## config.mk

```make
export PLATFORM = sky130hd
export DESIGN_NAME = acrb_config_bank
export DESIGN_NICKNAME = d
export VERILOG_FILES = /design/src/acrb_pkg.sv /design/src/acrb_config_bank.sv /design/src/acrb_chopper.sv
export VERILOG_INCLUDE_DIRS = /design/src
export SDC_FILE = /design/constraint.sdc
export NUM_CORES = 1
export LEC_CHECK = 0
export BUFFER_PORTS_ARGS = -buffer_cell sky130_fd_sc_hd__buf_2
export CAP_MARGIN = 20
export CORE_ASPECT_RATIO = 1.25
export CORE_UTILIZATION = 55
export CTS_CLUSTER_SIZE = 25
export DETAILED_ROUTE_END_ITERATION = 10
export PLACE_DENSITY_LB_ADDON = 0.1
export SYNTH_ARGS = -nofsm -noshare
export SYNTH_HDL_FRONTEND = slang
export SYNTH_SLANG_ARGS = --single-unit
```

## constraint.sdc

```tcl
create_clock -name CLK -period 2.9 [get_ports CLK]
set_clock_uncertainty 0.2 [all_clocks]
set_input_delay 0.29 -clock CLK [delete_from_list [all_inputs] [get_ports CLK]]
set_output_delay 0.29 -clock CLK [all_outputs]
set_load 0.01 [all_outputs]
```

## src/acrb_regs.svh

```systemverilog
`ifndef ACRB_REGS_SVH
`define ACRB_REGS_SVH

// register indices (byte address is four times the index)
`define ACRB_IDX_STANDBY     7'h00
`define ACRB_IDX_GRPA_FILT   7'h01
`define ACRB_IDX_GRPB_FILT   7'h02
`define ACRB_IDX_GRP_ASSIGN  7'h03
`define ACRB_IDX_POWER_IF    7'h04
`define ACRB_IDX_GEN_CFG     7'h05
`define ACRB_IDX_CONV_CTRL   7'h06
`define ACRB_IDX_OUT_IF      7'h07
`define ACRB_IDX_SELF_TEST   7'h08
`define ACRB_IDX_STATUS      7'h09
`define ACRB_IDX_REVISION    7'h0a
`define ACRB_IDX_RSVD_0B     7'h0b
`define ACRB_IDX_RSVD_0C     7'h0c
`define ACRB_IDX_RSVD_0D     7'h0d
`define ACRB_IDX_PIN_DIR     7'h0e
`define ACRB_IDX_PIN_OUT     7'h0f
`define ACRB_IDX_PIN_IN      7'h10
`define ACRB_IDX_PREBUF_01   7'h11
`define ACRB_IDX_PREBUF_23   7'h12
`define ACRB_IDX_REFP_BUF    7'h13
`define ACRB_IDX_REFN_BUF    7'h14
`define ACRB_IDX_CH0_OFS     7'h1e
`define ACRB_IDX_MOD_DELAY   7'h58
`define ACRB_IDX_CHOP        7'h59

// reset values
`define ACRB_RST_STANDBY     8'h00
`define ACRB_RST_FILT        8'h0d
`define ACRB_RST_GEN_CFG     8'h08
`define ACRB_RST_CONV_CTRL   8'h80
`define ACRB_RST_PREBUF      8'hff
`define ACRB_RST_ZERO        8'h00
`define ACRB_RST_MOD_DELAY   8'h02
`define ACRB_RST_CHOP        8'h0a

// field positions
`define ACRB_DLY_SEL_HI      3
`define ACRB_DLY_SEL_LO      2
`define ACRB_FIRST_GROUP_CHOP_RATE_HI    3
`define ACRB_FIRST_GROUP_CHOP_RATE_LO    2
`define ACRB_SECOND_GROUP_CHOP_RATE_HI    1
`define ACRB_SECOND_GROUP_CHOP_RATE_LO    0

// chop terminal counts in modulator ticks: phase toggles every 8 or 32 ticks
`define ACRB_CHOP_DIV_FAST   6'd7
`define ACRB_CHOP_DIV_SLOW   6'd31

`endif

```

## src/acrb_pkg.sv

```systemverilog
package acrb_pkg;

  // delayed modulator clock selection codes
  typedef enum logic [1:0] {
    ACRB_DLY_NONE = 2'b00,
    ACRB_DLY_LOW4 = 2'b01,
    ACRB_DLY_HIGH4 = 2'b10,
    ACRB_DLY_ALL = 2'b11
  } acrb_dly_sel_t;

  // chop rate codes
  typedef enum logic [1:0] {
    ACRB_CHOP_OFF0 = 2'b00,
    ACRB_CHOP_DIV8 = 2'b01,
    ACRB_CHOP_DIV32 = 2'b10,
    ACRB_CHOP_OFF3 = 2'b11
  } acrb_chop_t;

  // apb request carried as one bundle
  typedef struct packed {
    logic        sel;
    logic        enable;
    logic        write;
    logic [31:0] addr;
    logic [31:0] wdata;
  } acrb_apb_req_t;

  // chop state for two groups
  typedef struct packed {
    logic grpa;
    logic grpb;
  } acrb_chop_phase_t;

endpackage

```

## src/acrb_config_bank.sv

```systemverilog
// Local design decision: the APB slave port.
`timescale 1ns/1ps
`include "acrb_regs.svh"

module acrb_config_bank
  import acrb_pkg::*;
#(
  parameter logic [7:0] REVISION = 8'h5a  // arbitrary identity value
)(
  // clock, reset, clock enable
  input  wire logic        CLK,
  input  wire logic        RST_N,
  input  wire logic        CE,
  // apb slave
  input  wire logic        PSEL,
  input  wire logic        PENABLE,
  input  wire logic        PWRITE,
  input  wire logic [31:0] PADDR,
  input  wire logic [31:0] PWDATA,
  output logic [31:0]      PRDATA,
  output logic             PREADY,
  output logic             PSLVERR,
  // core status inputs
  input  wire logic [3:0]  STATUS_IN,
  input  wire logic [4:0]  PIN_IN,
  input  wire logic        MOD_TICK,
  // decoded controls
  output logic [7:0]       DELAYED_CLK_EN,
  output logic             FIRST_GROUP_CHOP,
  output logic             SECOND_GROUP_CHOP,
  output logic [3:0]       STANDBY,
  output logic [4:0]       PIN_OUT,
  output logic [4:0]       PIN_OE
);

  // apb request and register storage
  acrb_apb_req_t    req;
  logic [7:0]       standby_r;
  logic [7:0]       grpa_filt;
  logic [7:0]       grpb_filt;
  logic [7:0]       grp_assign;
  logic [7:0]       power_if;
  logic [7:0]       gen_cfg;
  logic [7:0]       conv_ctrl;
  logic [7:0]       out_if;
  logic [7:0]       self_test;
  logic [7:0]       pin_dir;
  logic [7:0]       pin_out_r;
  logic [7:0]       prebuf_01;
  logic [7:0]       prebuf_23;
  logic [7:0]       refp_buf;
  logic [7:0]       refn_buf;
  logic [7:0]       ch0_ofs;
  logic [7:0]       mod_delay;
  logic [7:0]       chop_ctrl;

  // synchroniser stages
  logic [4:0]       pin_meta;
  logic [4:0]       pin_sync;
  logic [3:0]       stat_meta;
  logic [3:0]       stat_sync;

  // decode, strobes and read data
  logic [6:0]       idx;
  logic             aligned;
  logic             hit;
  logic             setup_ph;
  logic             wr_stb;
  logic             rd_stb;
  logic [7:0]       wr_byte;
  logic [7:0]       rd_byte;
  logic             known;

  // per-register write enables
  logic             we_standby;
  logic             we_grpa_filt;
  logic             we_grpb_filt;
  logic             we_grp_assign;
  logic             we_power_if;
  logic             we_gen_cfg;
  logic             we_conv_ctrl;
  logic             we_out_if;
  logic             we_self_test;
  logic             we_pin_dir;
  logic             we_pin_out;
  logic             we_prebuf_01;
  logic             we_prebuf_23;
  logic             we_refp_buf;
  logic             we_refn_buf;
  logic             we_ch0_ofs;
  logic             we_mod_delay;
  logic             we_chop;

  // delayed clock and chop controls
  logic             dly_low4;
  logic             dly_high4;
  logic [7:0]       next_dly_en;
  acrb_dly_sel_t    dly_sel;
  acrb_chop_t       grpa_rate;
  acrb_chop_t       grpb_rate;
  acrb_chop_phase_t chop_ph;

  // bundle the request
  assign req = '{sel: PSEL, enable: PENABLE, write: PWRITE,
                 addr: PADDR, wdata: PWDATA};

  // address decode: word aligned, index below 0x80
  assign idx      = req.addr[8:2];
  assign aligned  = (req.addr[1:0] == 2'b00) && (req.addr[31:9] == 23'h0);
  assign hit      = aligned && known;
  assign setup_ph = req.sel && !req.enable;
  assign wr_stb   = CE && req.sel && req.enable && req.write && hit;
  assign rd_stb   = CE && setup_ph && !req.write;
  assign wr_byte  = req.wdata[7:0];

  // one write enable per storage register; read-only ones have none
  assign we_standby    = wr_stb && (idx == `ACRB_IDX_STANDBY);
  assign we_grpa_filt  = wr_stb && (idx == `ACRB_IDX_GRPA_FILT);
  assign we_grpb_filt  = wr_stb && (idx == `ACRB_IDX_GRPB_FILT);
  assign we_grp_assign = wr_stb && (idx == `ACRB_IDX_GRP_ASSIGN);
  assign we_power_if   = wr_stb && (idx == `ACRB_IDX_POWER_IF);
  assign we_gen_cfg    = wr_stb && (idx == `ACRB_IDX_GEN_CFG);
  assign we_conv_ctrl  = wr_stb && (idx == `ACRB_IDX_CONV_CTRL);
  assign we_out_if     = wr_stb && (idx == `ACRB_IDX_OUT_IF);
  assign we_self_test  = wr_stb && (idx == `ACRB_IDX_SELF_TEST);
  assign we_pin_dir    = wr_stb && (idx == `ACRB_IDX_PIN_DIR);
  assign we_pin_out    = wr_stb && (idx == `ACRB_IDX_PIN_OUT);
  assign we_prebuf_01  = wr_stb && (idx == `ACRB_IDX_PREBUF_01);
  assign we_prebuf_23  = wr_stb && (idx == `ACRB_IDX_PREBUF_23);
  assign we_refp_buf   = wr_stb && (idx == `ACRB_IDX_REFP_BUF);
  assign we_refn_buf   = wr_stb && (idx == `ACRB_IDX_REFN_BUF);
  assign we_ch0_ofs    = wr_stb && (idx == `ACRB_IDX_CH0_OFS);
  assign we_mod_delay  = wr_stb && (idx == `ACRB_IDX_MOD_DELAY);
  assign we_chop       = wr_stb && (idx == `ACRB_IDX_CHOP);

  // read mux; unused bits forced to zero
  always_comb begin
    known   = 1'b1;
    rd_byte = 8'h00;
    case (idx)
      `ACRB_IDX_STANDBY:    rd_byte = {4'h0, standby_r[3:0]};
      `ACRB_IDX_GRPA_FILT:  rd_byte = {4'h0, grpa_filt[3:0]};
      `ACRB_IDX_GRPB_FILT:  rd_byte = {4'h0, grpb_filt[3:0]};
      `ACRB_IDX_GRP_ASSIGN: rd_byte = grp_assign;
      `ACRB_IDX_POWER_IF:   rd_byte = power_if;
      `ACRB_IDX_GEN_CFG:    rd_byte = gen_cfg;
      `ACRB_IDX_CONV_CTRL:  rd_byte = conv_ctrl;
      `ACRB_IDX_OUT_IF:     rd_byte = {4'h0, out_if[3:0]};
      `ACRB_IDX_SELF_TEST:  rd_byte = {7'h00, self_test[0]};
      `ACRB_IDX_STATUS:     rd_byte = {4'h0, stat_sync};
      `ACRB_IDX_REVISION:   rd_byte = REVISION;
      `ACRB_IDX_RSVD_0B,
      `ACRB_IDX_RSVD_0C,
      `ACRB_IDX_RSVD_0D:    rd_byte = 8'h00;
      `ACRB_IDX_PIN_DIR:    rd_byte = pin_dir;
      `ACRB_IDX_PIN_OUT:    rd_byte = {3'h0, pin_out_r[4:0]};
      `ACRB_IDX_PIN_IN:     rd_byte = {3'h0, pin_sync};
      `ACRB_IDX_PREBUF_01:  rd_byte = prebuf_01;
      `ACRB_IDX_PREBUF_23:  rd_byte = prebuf_23;
      `ACRB_IDX_REFP_BUF:   rd_byte = refp_buf;
      `ACRB_IDX_REFN_BUF:   rd_byte = refn_buf;
      `ACRB_IDX_CH0_OFS:    rd_byte = ch0_ofs;
      `ACRB_IDX_MOD_DELAY:  rd_byte = {4'h0, mod_delay[3:0]};
      `ACRB_IDX_CHOP:       rd_byte = {4'h0, chop_ctrl[3:0]};
      default:              known   = 1'b0;
    endcase
  end

  // writable registers; read-only locations have no write path
  always_ff @(posedge CLK) begin
    if (!RST_N) begin
      standby_r  <= `ACRB_RST_STANDBY;
      grpa_filt  <= `ACRB_RST_FILT;
      grpb_filt  <= `ACRB_RST_FILT;
      grp_assign <= `ACRB_RST_ZERO;
      power_if   <= `ACRB_RST_ZERO;
      gen_cfg    <= `ACRB_RST_GEN_CFG;
      conv_ctrl  <= `ACRB_RST_CONV_CTRL;
      out_if     <= `ACRB_RST_ZERO;
      self_test  <= `ACRB_RST_ZERO;
      pin_dir    <= `ACRB_RST_ZERO;
      pin_out_r  <= `ACRB_RST_ZERO;
      prebuf_01  <= `ACRB_RST_PREBUF;
      prebuf_23  <= `ACRB_RST_PREBUF;
      refp_buf   <= `ACRB_RST_ZERO;
      refn_buf   <= `ACRB_RST_ZERO;
      ch0_ofs    <= `ACRB_RST_ZERO;
      mod_delay  <= `ACRB_RST_MOD_DELAY;
      chop_ctrl  <= `ACRB_RST_CHOP;
    end else begin
      if (we_standby)    standby_r  <= wr_byte;
      if (we_grpa_filt)  grpa_filt  <= wr_byte;
      if (we_grpb_filt)  grpb_filt  <= wr_byte;
      if (we_grp_assign) grp_assign <= wr_byte;
      if (we_power_if)   power_if   <= wr_byte;
      if (we_gen_cfg)    gen_cfg    <= wr_byte;
      if (we_conv_ctrl)  conv_ctrl  <= wr_byte;
      if (we_out_if)     out_if     <= wr_byte;
      if (we_self_test)  self_test  <= wr_byte;
      if (we_pin_dir)    pin_dir    <= wr_byte;
      if (we_pin_out)    pin_out_r  <= wr_byte;
      if (we_prebuf_01)  prebuf_01  <= wr_byte;
      if (we_prebuf_23)  prebuf_23  <= wr_byte;
      if (we_refp_buf)   refp_buf   <= wr_byte;
      if (we_refn_buf)   refn_buf   <= wr_byte;
      if (we_ch0_ofs)    ch0_ofs    <= wr_byte;
      if (we_mod_delay)  mod_delay  <= wr_byte;
      if (we_chop)       chop_ctrl  <= wr_byte;
    end
  end

  // apb answer: no wait state, data registered in setup
  always_ff @(posedge CLK) begin
    if (!RST_N) begin
      PRDATA  <= 32'h0000_0000;
      PREADY  <= 1'b0;
      PSLVERR <= 1'b0;
    end else if (CE) begin
      PREADY  <= setup_ph;
      PSLVERR <= setup_ph && !hit;
      if (rd_stb) begin
        PRDATA <= hit ? {24'h00_0000, rd_byte} : 32'h0000_0000;
      end
    end
  end

  // two-stage synchronisers for outside levels
  always_ff @(posedge CLK) begin
    if (!RST_N) begin
      pin_meta  <= 5'h00;
      pin_sync  <= 5'h00;
      stat_meta <= 4'h0;
      stat_sync <= 4'h0;
    end else if (CE) begin
      pin_meta  <= PIN_IN;
      pin_sync  <= pin_meta;
      stat_meta <= STATUS_IN;
      stat_sync <= stat_meta;
    end
  end

  // delayed clock selection decode
  assign dly_sel = acrb_dly_sel_t'(
                   mod_delay[`ACRB_DLY_SEL_HI:`ACRB_DLY_SEL_LO]);
  assign dly_low4  = (dly_sel == ACRB_DLY_LOW4)
                     || (dly_sel == ACRB_DLY_ALL);
  assign dly_high4 = (dly_sel == ACRB_DLY_HIGH4)
                     || (dly_sel == ACRB_DLY_ALL);

  // one enable per channel: 0-3 low group, 4-7 high group
  for (genvar ch = 0; ch < 8; ch++) begin : g_dly_ch
    if (ch < 4) begin : g_low
      assign next_dly_en[ch] = dly_low4;
    end else begin : g_high
      assign next_dly_en[ch] = dly_high4;
    end
  end

  // chop rate fields per group
  assign grpa_rate = acrb_chop_t'(
                     chop_ctrl[`ACRB_FIRST_GROUP_CHOP_RATE_HI:`ACRB_FIRST_GROUP_CHOP_RATE_LO]);
  assign grpb_rate = acrb_chop_t'(
                     chop_ctrl[`ACRB_SECOND_GROUP_CHOP_RATE_HI:`ACRB_SECOND_GROUP_CHOP_RATE_LO]);

  acrb_chopper u_chop_a (
    .CLK      (CLK),
    .RST_N    (RST_N),
    .CE       (CE),
    .mod_tick (MOD_TICK),
    .rate     (grpa_rate),
    .phase    (chop_ph.grpa)
  );

  acrb_chopper u_chop_b (
    .CLK      (CLK),
    .RST_N    (RST_N),
    .CE       (CE),
    .mod_tick (MOD_TICK),
    .rate     (grpb_rate),
    .phase    (chop_ph.grpb)
  );

  // registered control outputs
  always_ff @(posedge CLK) begin
    if (!RST_N) begin
      DELAYED_CLK_EN    <= 8'h00;
      FIRST_GROUP_CHOP  <= 1'b0;
      SECOND_GROUP_CHOP <= 1'b0;
      STANDBY           <= 4'h0;
      PIN_OUT           <= 5'h00;
      PIN_OE            <= 5'h00;
    end else if (CE) begin
      DELAYED_CLK_EN    <= next_dly_en;
      FIRST_GROUP_CHOP  <= chop_ph.grpa;
      SECOND_GROUP_CHOP <= chop_ph.grpb;
      STANDBY           <= standby_r[3:0];
      PIN_OUT           <= pin_out_r[4:0];
      PIN_OE            <= pin_dir[4:0];
    end
  end

endmodule // acrb_config_bank

```

## src/acrb_chopper.sv

```systemverilog
`timescale 1ns/1ps
`include "acrb_regs.svh"

module acrb_chopper
  import acrb_pkg::*;
(
  // clock and reset
  input  wire logic       CLK,
  input  wire logic       RST_N,
  input  wire logic       CE,
  // modulator tick and rate code
  input  wire logic       mod_tick,
  input  wire acrb_chop_t rate,
  // chop phase output
  output logic            phase
);

  logic [5:0] count;
  logic [5:0] limit;
  logic       active;

  // rate code to period: /8 or /32 of the modulator rate
  assign active = (rate == ACRB_CHOP_DIV8) || (rate == ACRB_CHOP_DIV32);
  assign limit  = (rate == ACRB_CHOP_DIV8) ? `ACRB_CHOP_DIV_FAST
                                           : `ACRB_CHOP_DIV_SLOW;

  // toggle phase each full period of modulator ticks
  always_ff @(posedge CLK) begin
    if (!RST_N) begin
      count <= 6'h00;
      phase <= 1'b0;
    end else if (CE && mod_tick) begin
      if (!active) begin
        count <= 6'h00;
        phase <= 1'b0;
      end else if (count >= limit) begin
        count <= 6'h00;
        phase <= ~phase;
      end else begin
        count <= count + 6'h01;
      end
    end
  end

endmodule // acrb_chopper

```

* After elaboration in Yosys (flattened, before gate mapping)
Index checks and enable logic that the tools add are counted.
Cells by class: reduce and logical (&&, ||, !) cells 43, order comparisons 2, add/sub/neg operators 2, eq/ne operators 32, bitwise operators 2, muxes and demuxes 13
Operators by type and width (number):
- $pmux W8 S21 | 1
- $eq A7 B4 Y1 const B | 8
- $eq A7 B5 Y1 const B | 6
- $logic_and A1 B1 Y1 | 29
- $eq A7 B3 Y1 const B | 4
- $mux W6 | 4
- $reduce_or A24 Y1 | 1
- $logic_not A23 Y1 | 1
- $eq A7 B2 Y1 const B | 2
- $eq A7 B7 Y1 const B | 2
- $add A6 B1 Y6 const B | 2
- $ge A6 B6 Y1 | 2
- $mux W5 | 2
- $eq A2 B2 Y1 const B | 4
- $mux W8 | 1
- $eq A7 B1 Y1 const B | 1
- $logic_not A7 Y1 | 1
- $eq A2 B1 Y1 const B | 3
- $reduce_and A2 Y1 | 3
- $mux W1 | 5
- $logic_or A1 B1 Y1 | 4
- $ne A2 B2 Y1 const B | 2
- $logic_not A1 Y1 | 3
- $logic_not A2 Y1 | 1
- $not A1 Y1 | 2
Storage, ports and cells: output and inout bits 58, bits of input ports 80, register bits after elaboration 197, word-level logic and storage cells 129

* Depth between registers and ports, before layout
Gate-level depths: netlist of run 1.
depth in word-level cells 6, depth in mapped cells 9

* By module
A second synthesis of run 1 with hierarchy kept.
Unflattened totals: cells, all modules 923, area, all modules 8585.7 um2
By module, submodules not included:
- acrb_config_bank | cells an instance 837, area an instance 7820.0 um2, times used 1
- acrb_chopper | cells an instance 43, area an instance 382.9 um2, times used 2

* Least setup slack after synthesis of run 1
OpenSTA, ideal clock, no wires.
kind input-to-reg, start point input port PADDR[5], end point register gen_cfg[3], cell stages on the path 9, setup time 0.129 ns, setup slack 0.601 ns, arrival 1.969 ns, cells stage by stage clkbuf_1 or4_1 clkbuf_1 nor2_1 buf_2 and3_1 buf_4 mux2i_1 nand2_1
On the way: word-level cells in the longest chain between the ends 6
RTL lines:
- from (decl) | line acrb_config_bank.sv:18 | input wire logic [31:0] PADDR,
- $eq A7 B1 Y1 (tied with other cells) | line acrb_config_bank.sv:140 | case (idx)
- $reduce_or A24 Y1 (no source line)
- $mux W1 | line acrb_config_bank.sv:140
- $logic_and A1 B1 Y1 | line acrb_config_bank.sv:110 | assign hit = aligned && known;
- $logic_and A1 B1 Y1 | line acrb_config_bank.sv:112 | assign wr_stb = CE && req.sel && req.enable && req.write && hit;
- $logic_and A1 B1 Y1 * | line acrb_config_bank.sv:122 | assign we_gen_cfg = wr_stb && (idx == `ACRB_IDX_GEN_CFG);
- to (signal assigned) | line acrb_config_bank.sv:177 | gen_cfg <= `ACRB_RST_GEN_CFG;
- to (signal assigned) | line acrb_config_bank.sv:196 | if (we_gen_cfg) gen_cfg <= wr_byte;
- to (decl) | line acrb_config_bank.sv:43 | logic [7:0] gen_cfg;
Every way passes the cells marked *; elsewhere a longest branch is shown, timed or not. A chain may end at the register's enable or synchronous reset.

* Worst setup path after layout of run 1
start point register chop_ctrl[1], end point register u_chop_b.count[5]
On the way: word-level cells in the longest chain between the ends 5
RTL lines:
- from (decl) | line acrb_config_bank.sv:55 | logic [7:0] chop_ctrl;
- from (signal assigned) | line acrb_config_bank.sv:189 | chop_ctrl <= `ACRB_RST_CHOP;
- from (signal assigned) | line acrb_config_bank.sv:208 | if (we_chop) chop_ctrl <= wr_byte;
- $eq A2 B1 Y1 | line acrb_chopper.sv:23, acrb_chopper.sv:24
- $mux W5 (no source line)
- $ge A6 B6 Y1 | line acrb_chopper.sv:36 | end else if (count >= limit) begin
- $mux W6 | line acrb_chopper.sv:36
- $mux W6 * | line acrb_chopper.sv:33 | if (!active) begin
- to (signal assigned) | line acrb_chopper.sv:40 | count <= count + 6'h01;
- to (decl) | line acrb_chopper.sv:18 | logic [5:0] count;
Marked as above.

==> results of run 1 <==
placed cells by master (no fill, tap or decap), types with 4 or more instances in the layout:
cell type        n
nand4_1         12
a22oi_1          9
nor2_1          33
clkbuf_16       17
a21oi_1         14
nor3_1           7
and2_1           4
mux2_2           5
nor2b_1        112
a22o_1           9
buf_4           46
nand2_1        102
a31oi_1          7
xor2_1           6
buf_2           88
o22ai_1          6
a21boi_0         9
a211oi_1         6
nand3_1         41
mux2i_1        126
nor4_4           4
o21ai_0         14
and3_1          14
nor4_1           9
inv_1            6
a31o_2          10
dfxtp_1        170
conb_1          24
dlygate4sd3_1    9
ha_1             8
cell families after synthesis:
family	synth area share
AO/OA/AOI/OAI	0.102
XOR/XNOR	0.00844
adder cells (fa/ha/maj)	0.0121
buffers and inverters	0.0650
flip-flops	0.410
multiplexers	0.161
other	0.000452
AND/OR/NAND/NOR	0.241
routing by layer:
metal	wire length, um	part of all wire
met4	897	0.038
met5	0	0
met3	1110	0.047
met2	11300	0.49
met1	10000	0.43
cells in the mapped netlist, types with 3 or more instances:
cell / number
nand4_1: 12
nor2_1: 33
a211oi_1: 6
nor4_1: 9
nor4_4: 4
a32oi_1: 3
a22o_1: 9
buf_1: 8
ha_1: 8
mux2_2: 5
a31oi_1: 7
a311oi_1: 3
mux2i_1: 126
or3_1: 3
nand3_1: 41
xor2_1: 6
a221oi_1: 3
nand2_1: 102
o211ai_1: 3
o22ai_1: 6
and2_1: 4
nor3_1: 7
a22oi_1: 9
a31o_2: 10
inv_1: 6
a21oi_1: 14
buf_2: 14
and4b_1: 3
a21boi_0: 9
o21ai_0: 14
buf_4: 32
nor2b_1: 112
and3_1: 14
dfxtp_1: 170
clkbuf_1: 43
power breakdown:
part	internal, uW	leakage (uW)	switching [uW]
Combinational	145	0.00222	234
Sequential	2350	0.00137	12.5
Clock	1430	0.000290	925
worst paths after layout:
check               startpoint                 to  slack, ps  depth (start not counted)
setup reg to reg  chop_ctrl[1]  u_chop_b.count[5]        300                          7
hold / removal           RST_N            PSLVERR         30                          3
setup / recovery  chop_ctrl[1]  u_chop_b.count[5]        300                          7
hold reg to reg      PRDATA[2]          PRDATA[2]        250                          1
critical path: stages (launching register included):
cell and delay [ps]:
dfxtp_1 360, inv_1 70, ha_1 210, ha_1 280, a31o_2 250, a2111oi_1 580, o21ai_0 370, a21oi_1 220
cell type report:
cell class              count  area (um^2)  share of cell area
multi-input cells         651         4450               0.461
flip-flops and latches    170         3400               0.353
repair buffers            146          936              0.0970
clock buffers              23          478              0.0495
well taps                 178          223              0.0231
clock inverters             9          135              0.0140
inverters                   7         26.3             0.00272
flip-flops by register name, summed over array words and instances (netlist names), 5 cells and up:
| name | count |
|---|---|
| prebuf_23 | 8 |
| PIN_OE | 5 |
| grp_assign | 8 |
| PIN_OUT | 5 |
| u_chop_a.count | 6 |
| pin_out_r | 5 |
| conv_ctrl | 8 |
| PRDATA | 8 |
| power_if | 8 |
| refn_buf | 8 |
| gen_cfg | 8 |
| pin_sync | 5 |
| refp_buf | 8 |
| ch0_ofs | 8 |
| pin_dir | 8 |
| pin_meta | 5 |
| prebuf_01 | 8 |
| u_chop_b.count | 6 |
per-stage QoR:
step	cell area [um^2]	util	worst slack (ps)
floorplan	8390	-	601
global placement	8940	0.613	275
detailed placement	8940	0.613	221
CTS	9650	0.661	194
global route	9650	0.661	164
finish	9650	0.661	304
timing repair:
item	in CTS	in global routing
endpoints found under the setup margin	0	1
hold endpoints to repair	9	0
gates resized for setup	0	1
hold buffers	9	0
==> impl_metrics.tcl, run 1 <==
set metrics [dict create \
    drv_cap 0 \
    setup_viol 0 \
    cts_max_level 4 \
    fmax_mhz 385 \
    vias_per_cell 5.80 \
    ys.flop_type "dfxtp_1" \
    fin_nets 1081 \
    synth_top_cell_area_share 0.410 \
    drt_iter0_drc 428 \
    worst_setup_path_start_kind "flop" \
    ios 138 \
    clk_latency_ps 430 \
    syn_inst 903 \
    crit_fanout 6 \
    power_uw 5100 \
    die_w_um 112 \
    initial_core_util 0.569 \
    n_fill_cell 1258 \
    post_cts_buffers 0 \
    grt_pass1_vias 6721 \
    drc 9 \
    violations "DRC" \
    hp-class "primary input to flop" \
    period_needed_ps 2600 \
    synth_edf_count 0 \
    rsz0062_at_grt "no" \
    netlist_top_cells_area "dfxtp_1, mux2i_1, nor2b_1" \
    drive_above_1_share 0.192 \
    status "complete, but fails checks" \
    port_buffers 89 \
    drt_pass1_iterations 8 \
    synth.distinct_cells 72 \
    die_height_um 139 \
    holdWs_ps 32.1 \
    path_clk_slew_ps 60 \
    ys_seq_area_frac 0.410 \
    hold_violations 0 \
    grt_pass1_wl_um 36700 \
    cts_root_buf "clkbuf_16" \
    dp_hpwl_um 16900 \
    synthArstFlopShare 0 \
    drt_wl_total_um 23400 \
    yosysTopAreaCell "dfxtp_1" \
    route.vias.total 6865 \
    ys_warn_count 0 \
    cts_tree "built" \
    rows 49 \
    netlist_area_um2 8300 \
    avgSynthCellArea_um2 9.19 \
    arrival_ps 2750 \
    grt.total_usage 0.307 \
    dieArea_um2 15600 \
    ys_seq_elements 170 \
    peakVddDrop_mv 0.338 \
    use_met1 0.379 \
    clockBufferDepth 2 \
    grt.busiest_layer "met2" \
    diodes 0 \
    core_um2 14600 \
    post-route-period-util 0.895 \
    end_kind "flop" \
    clock_sinks 170 \
    critPathKind "flop to flop" \
    fin_cells 1184 \
    gp_congestion 0.928 \
    p_leak_uw 0.00388 \
    antenna_found_initial 0 \
    max_slew_margin 0.559 \
    area_growth_pct 16.2 \
    cp.required_ps 3060 \
    setup-tns-final_ps 0 \
    postRouteAntennaNets 0 \
    maxSlewViolCount 0 \
    grtUsageMet3 0.0470 \
    grt_overflow 0 \
    grt_use_met2 0.519 \
    post_drt_wl_per_cell_um 19.7 \
    grt_max_degree 158 \
    tightestPinTransition_ps 654 \
    dp.cells 1143 \
    cts-buffers-inserted 17 \
    p_per_area_nw_per_um2 528 \
]
No activity file was read; power rests on OpenSTA's default activity.
==> inputs of run 2 (changes only) <==
--- a/config.mk
+++ b/config.mk
@@ -15,2 +15,3 @@
 export PLACE_DENSITY_LB_ADDON = 0.1
+export REMOVE_ABC_BUFFERS = 1
 export SYNTH_ARGS = -nofsm -noshare
==> constraint.sdc (replaced) <==
create_clock -name CLK -period 3.25 [get_ports CLK]
set_clock_uncertainty 0.2 [all_clocks]
set_input_delay 0.325 -clock CLK [delete_from_list [all_inputs] [get_ports CLK]]
set_output_delay 0.325 -clock CLK [all_outputs]
set_load 0.1 [all_outputs]
==> impl_metrics.tcl, run 2 (same netlist as run 1, synthesis figures left out) <==
set metrics [dict create \
    p_per_area_nw_per_um2 477 \
    vias_per_cell 5.90 \
    rows 49 \
    violations "DRC" \
    fin_ws_ps 592 \
    cts_max_level 4 \
    arrival_ps 2810 \
    clk_latency_ps 430 \
    p_leak_uw 0.00380 \
    grt_pass1_vias 6771 \
    hold_violations 0 \
    cts-hold-fix-buffers 9 \
    multi_input_area_um2 4450 \
    drt_pass1_iterations 10 \
    period_needed_ps 2660 \
    cts-buffers-inserted 17 \
    regArea_um2 3400 \
    fin_nets 1067 \
    clock_sinks 170 \
    tightestPinTransition_ps 758 \
    grt_max_degree 105 \
    cp.required_ps 3400 \
    gp_congestion 0.951 \
    port_buffers 89 \
    post_drt_wl_per_cell_um 19.5 \
    dp_slack_ps 583 \
    dp_hpwl_um 16100 \
    post-route-period-util 0.818 \
    grt.total_usage 0.303 \
    cts_root_buf "clkbuf_16" \
    area_growth_pct 14.2 \
    die_height_um 139 \
    fin_cells 1169 \
    fmax_mhz 376 \
    hp-class "primary input to flop" \
    grt_overflow 0 \
    core_um2 14600 \
    cts_tree "built" \
    antenna_found_initial 0 \
    rsz0062_at_grt "no" \
    power_uw 4530 \
    initial_core_util 0.569 \
    die_w_um 112 \
    drv_cap 0 \
    finalInstanceArea_um2 9480 \
    n_fill_cell 1237 \
    end_kind "flop" \
    crit_fanout 6 \
    worst_setup_path_start_kind "flop" \
    route.vias.total 6898 \
    drive_above_1_share 0.183 \
    postRouteAntennaNets 0 \
    max_slew_margin 0.490 \
    status "complete, but fails checks" \
    post_cts_buffers 0 \
    holdWs_ps 19.2 \
    drc 10 \
    dieArea_um2 15600 \
    dp.cells 1129 \
    cts_resized 0 \
    grt_pass1_wl_um 36900 \
    peakVddDrop_mv 0.316 \
    layout_common_cells "dfxtp_1, mux2i_1, nor2b_1, nand2_1, buf_2" \
    place_area_um2 8830 \
    ios 138 \
    critPathKind "flop to flop" \
    setup_viol 0 \
    diodes 0 \
    maxSlewViolCount 0 \
    drt_iter0_drc 541 \
    path_clk_slew_ps 70 \
    final_common_cell "dfxtp_1" \
    drt_wl_total_um 22800 \
    clockBufferDepth 2 \
]
run 2: changes by cell type in the layout (fill, tap and decap cells not counted), sizes merged:
cell	delta
buf	-14
bufinv	-2
clkbuf	-4
clkinv	+4
clkinvlp	-1
inv	+2
run 2: worst paths after layout:
| check | start | to | slack [ps] | cells after the start |
|---|---|---|---|---|
| min reg2reg | PRDATA[2] | PRDATA[2] | 250 | 1 |
| min | RST_N | prebuf_01[7] | 20 | 2 |
| max reg2reg | chop_ctrl[1] | u_chop_b.count[5] | 590 | 7 |
| max | chop_ctrl[1] | u_chop_b.count[5] | 590 | 7 |
run 2: power by group:
group | switching [uW] | internal, uW
clock network | 873 | 1100
logic | 323 | 123
registers | 10.0 | 2100
run 2: metal layers:
metal | part of all wire | GRT usage | routed length (um)
met1 | 0.43 | 0.389 | 9910
met2 | 0.49 | 0.509 | 11100
met3 | 0.055 | 0.0488 | 1260
met4 | 0.024 | 0.119 | 543
met5 | 0 | 0 | 0
run 2: worst max-delay path, stage by stage (launching register included):
cell,delay (ps)
dfxtp_1,370
inv_1,80
ha_1,210
ha_1,290
a31o_2,240
a2111oi_0,580
o21ai_0,370
a21oi_1,240
run 2: layout make-up:
type                    instances  area share
clock buffers                  19      0.0478
clock inverters                12      0.0121
inverters                       7     0.00277
multi-input cells             651       0.469
flip-flops and latches        170       0.359
well taps                     178      0.0235
repair buffers                132      0.0863
run 2: per-stage QoR:
stage,utilization,setup TNS (ps)
after floorplan,-,-1580
after global placement,0.605,0
after detailed placement,0.605,0
after CTS,0.650,0
after global routing,0.650,0
final,0.650,0
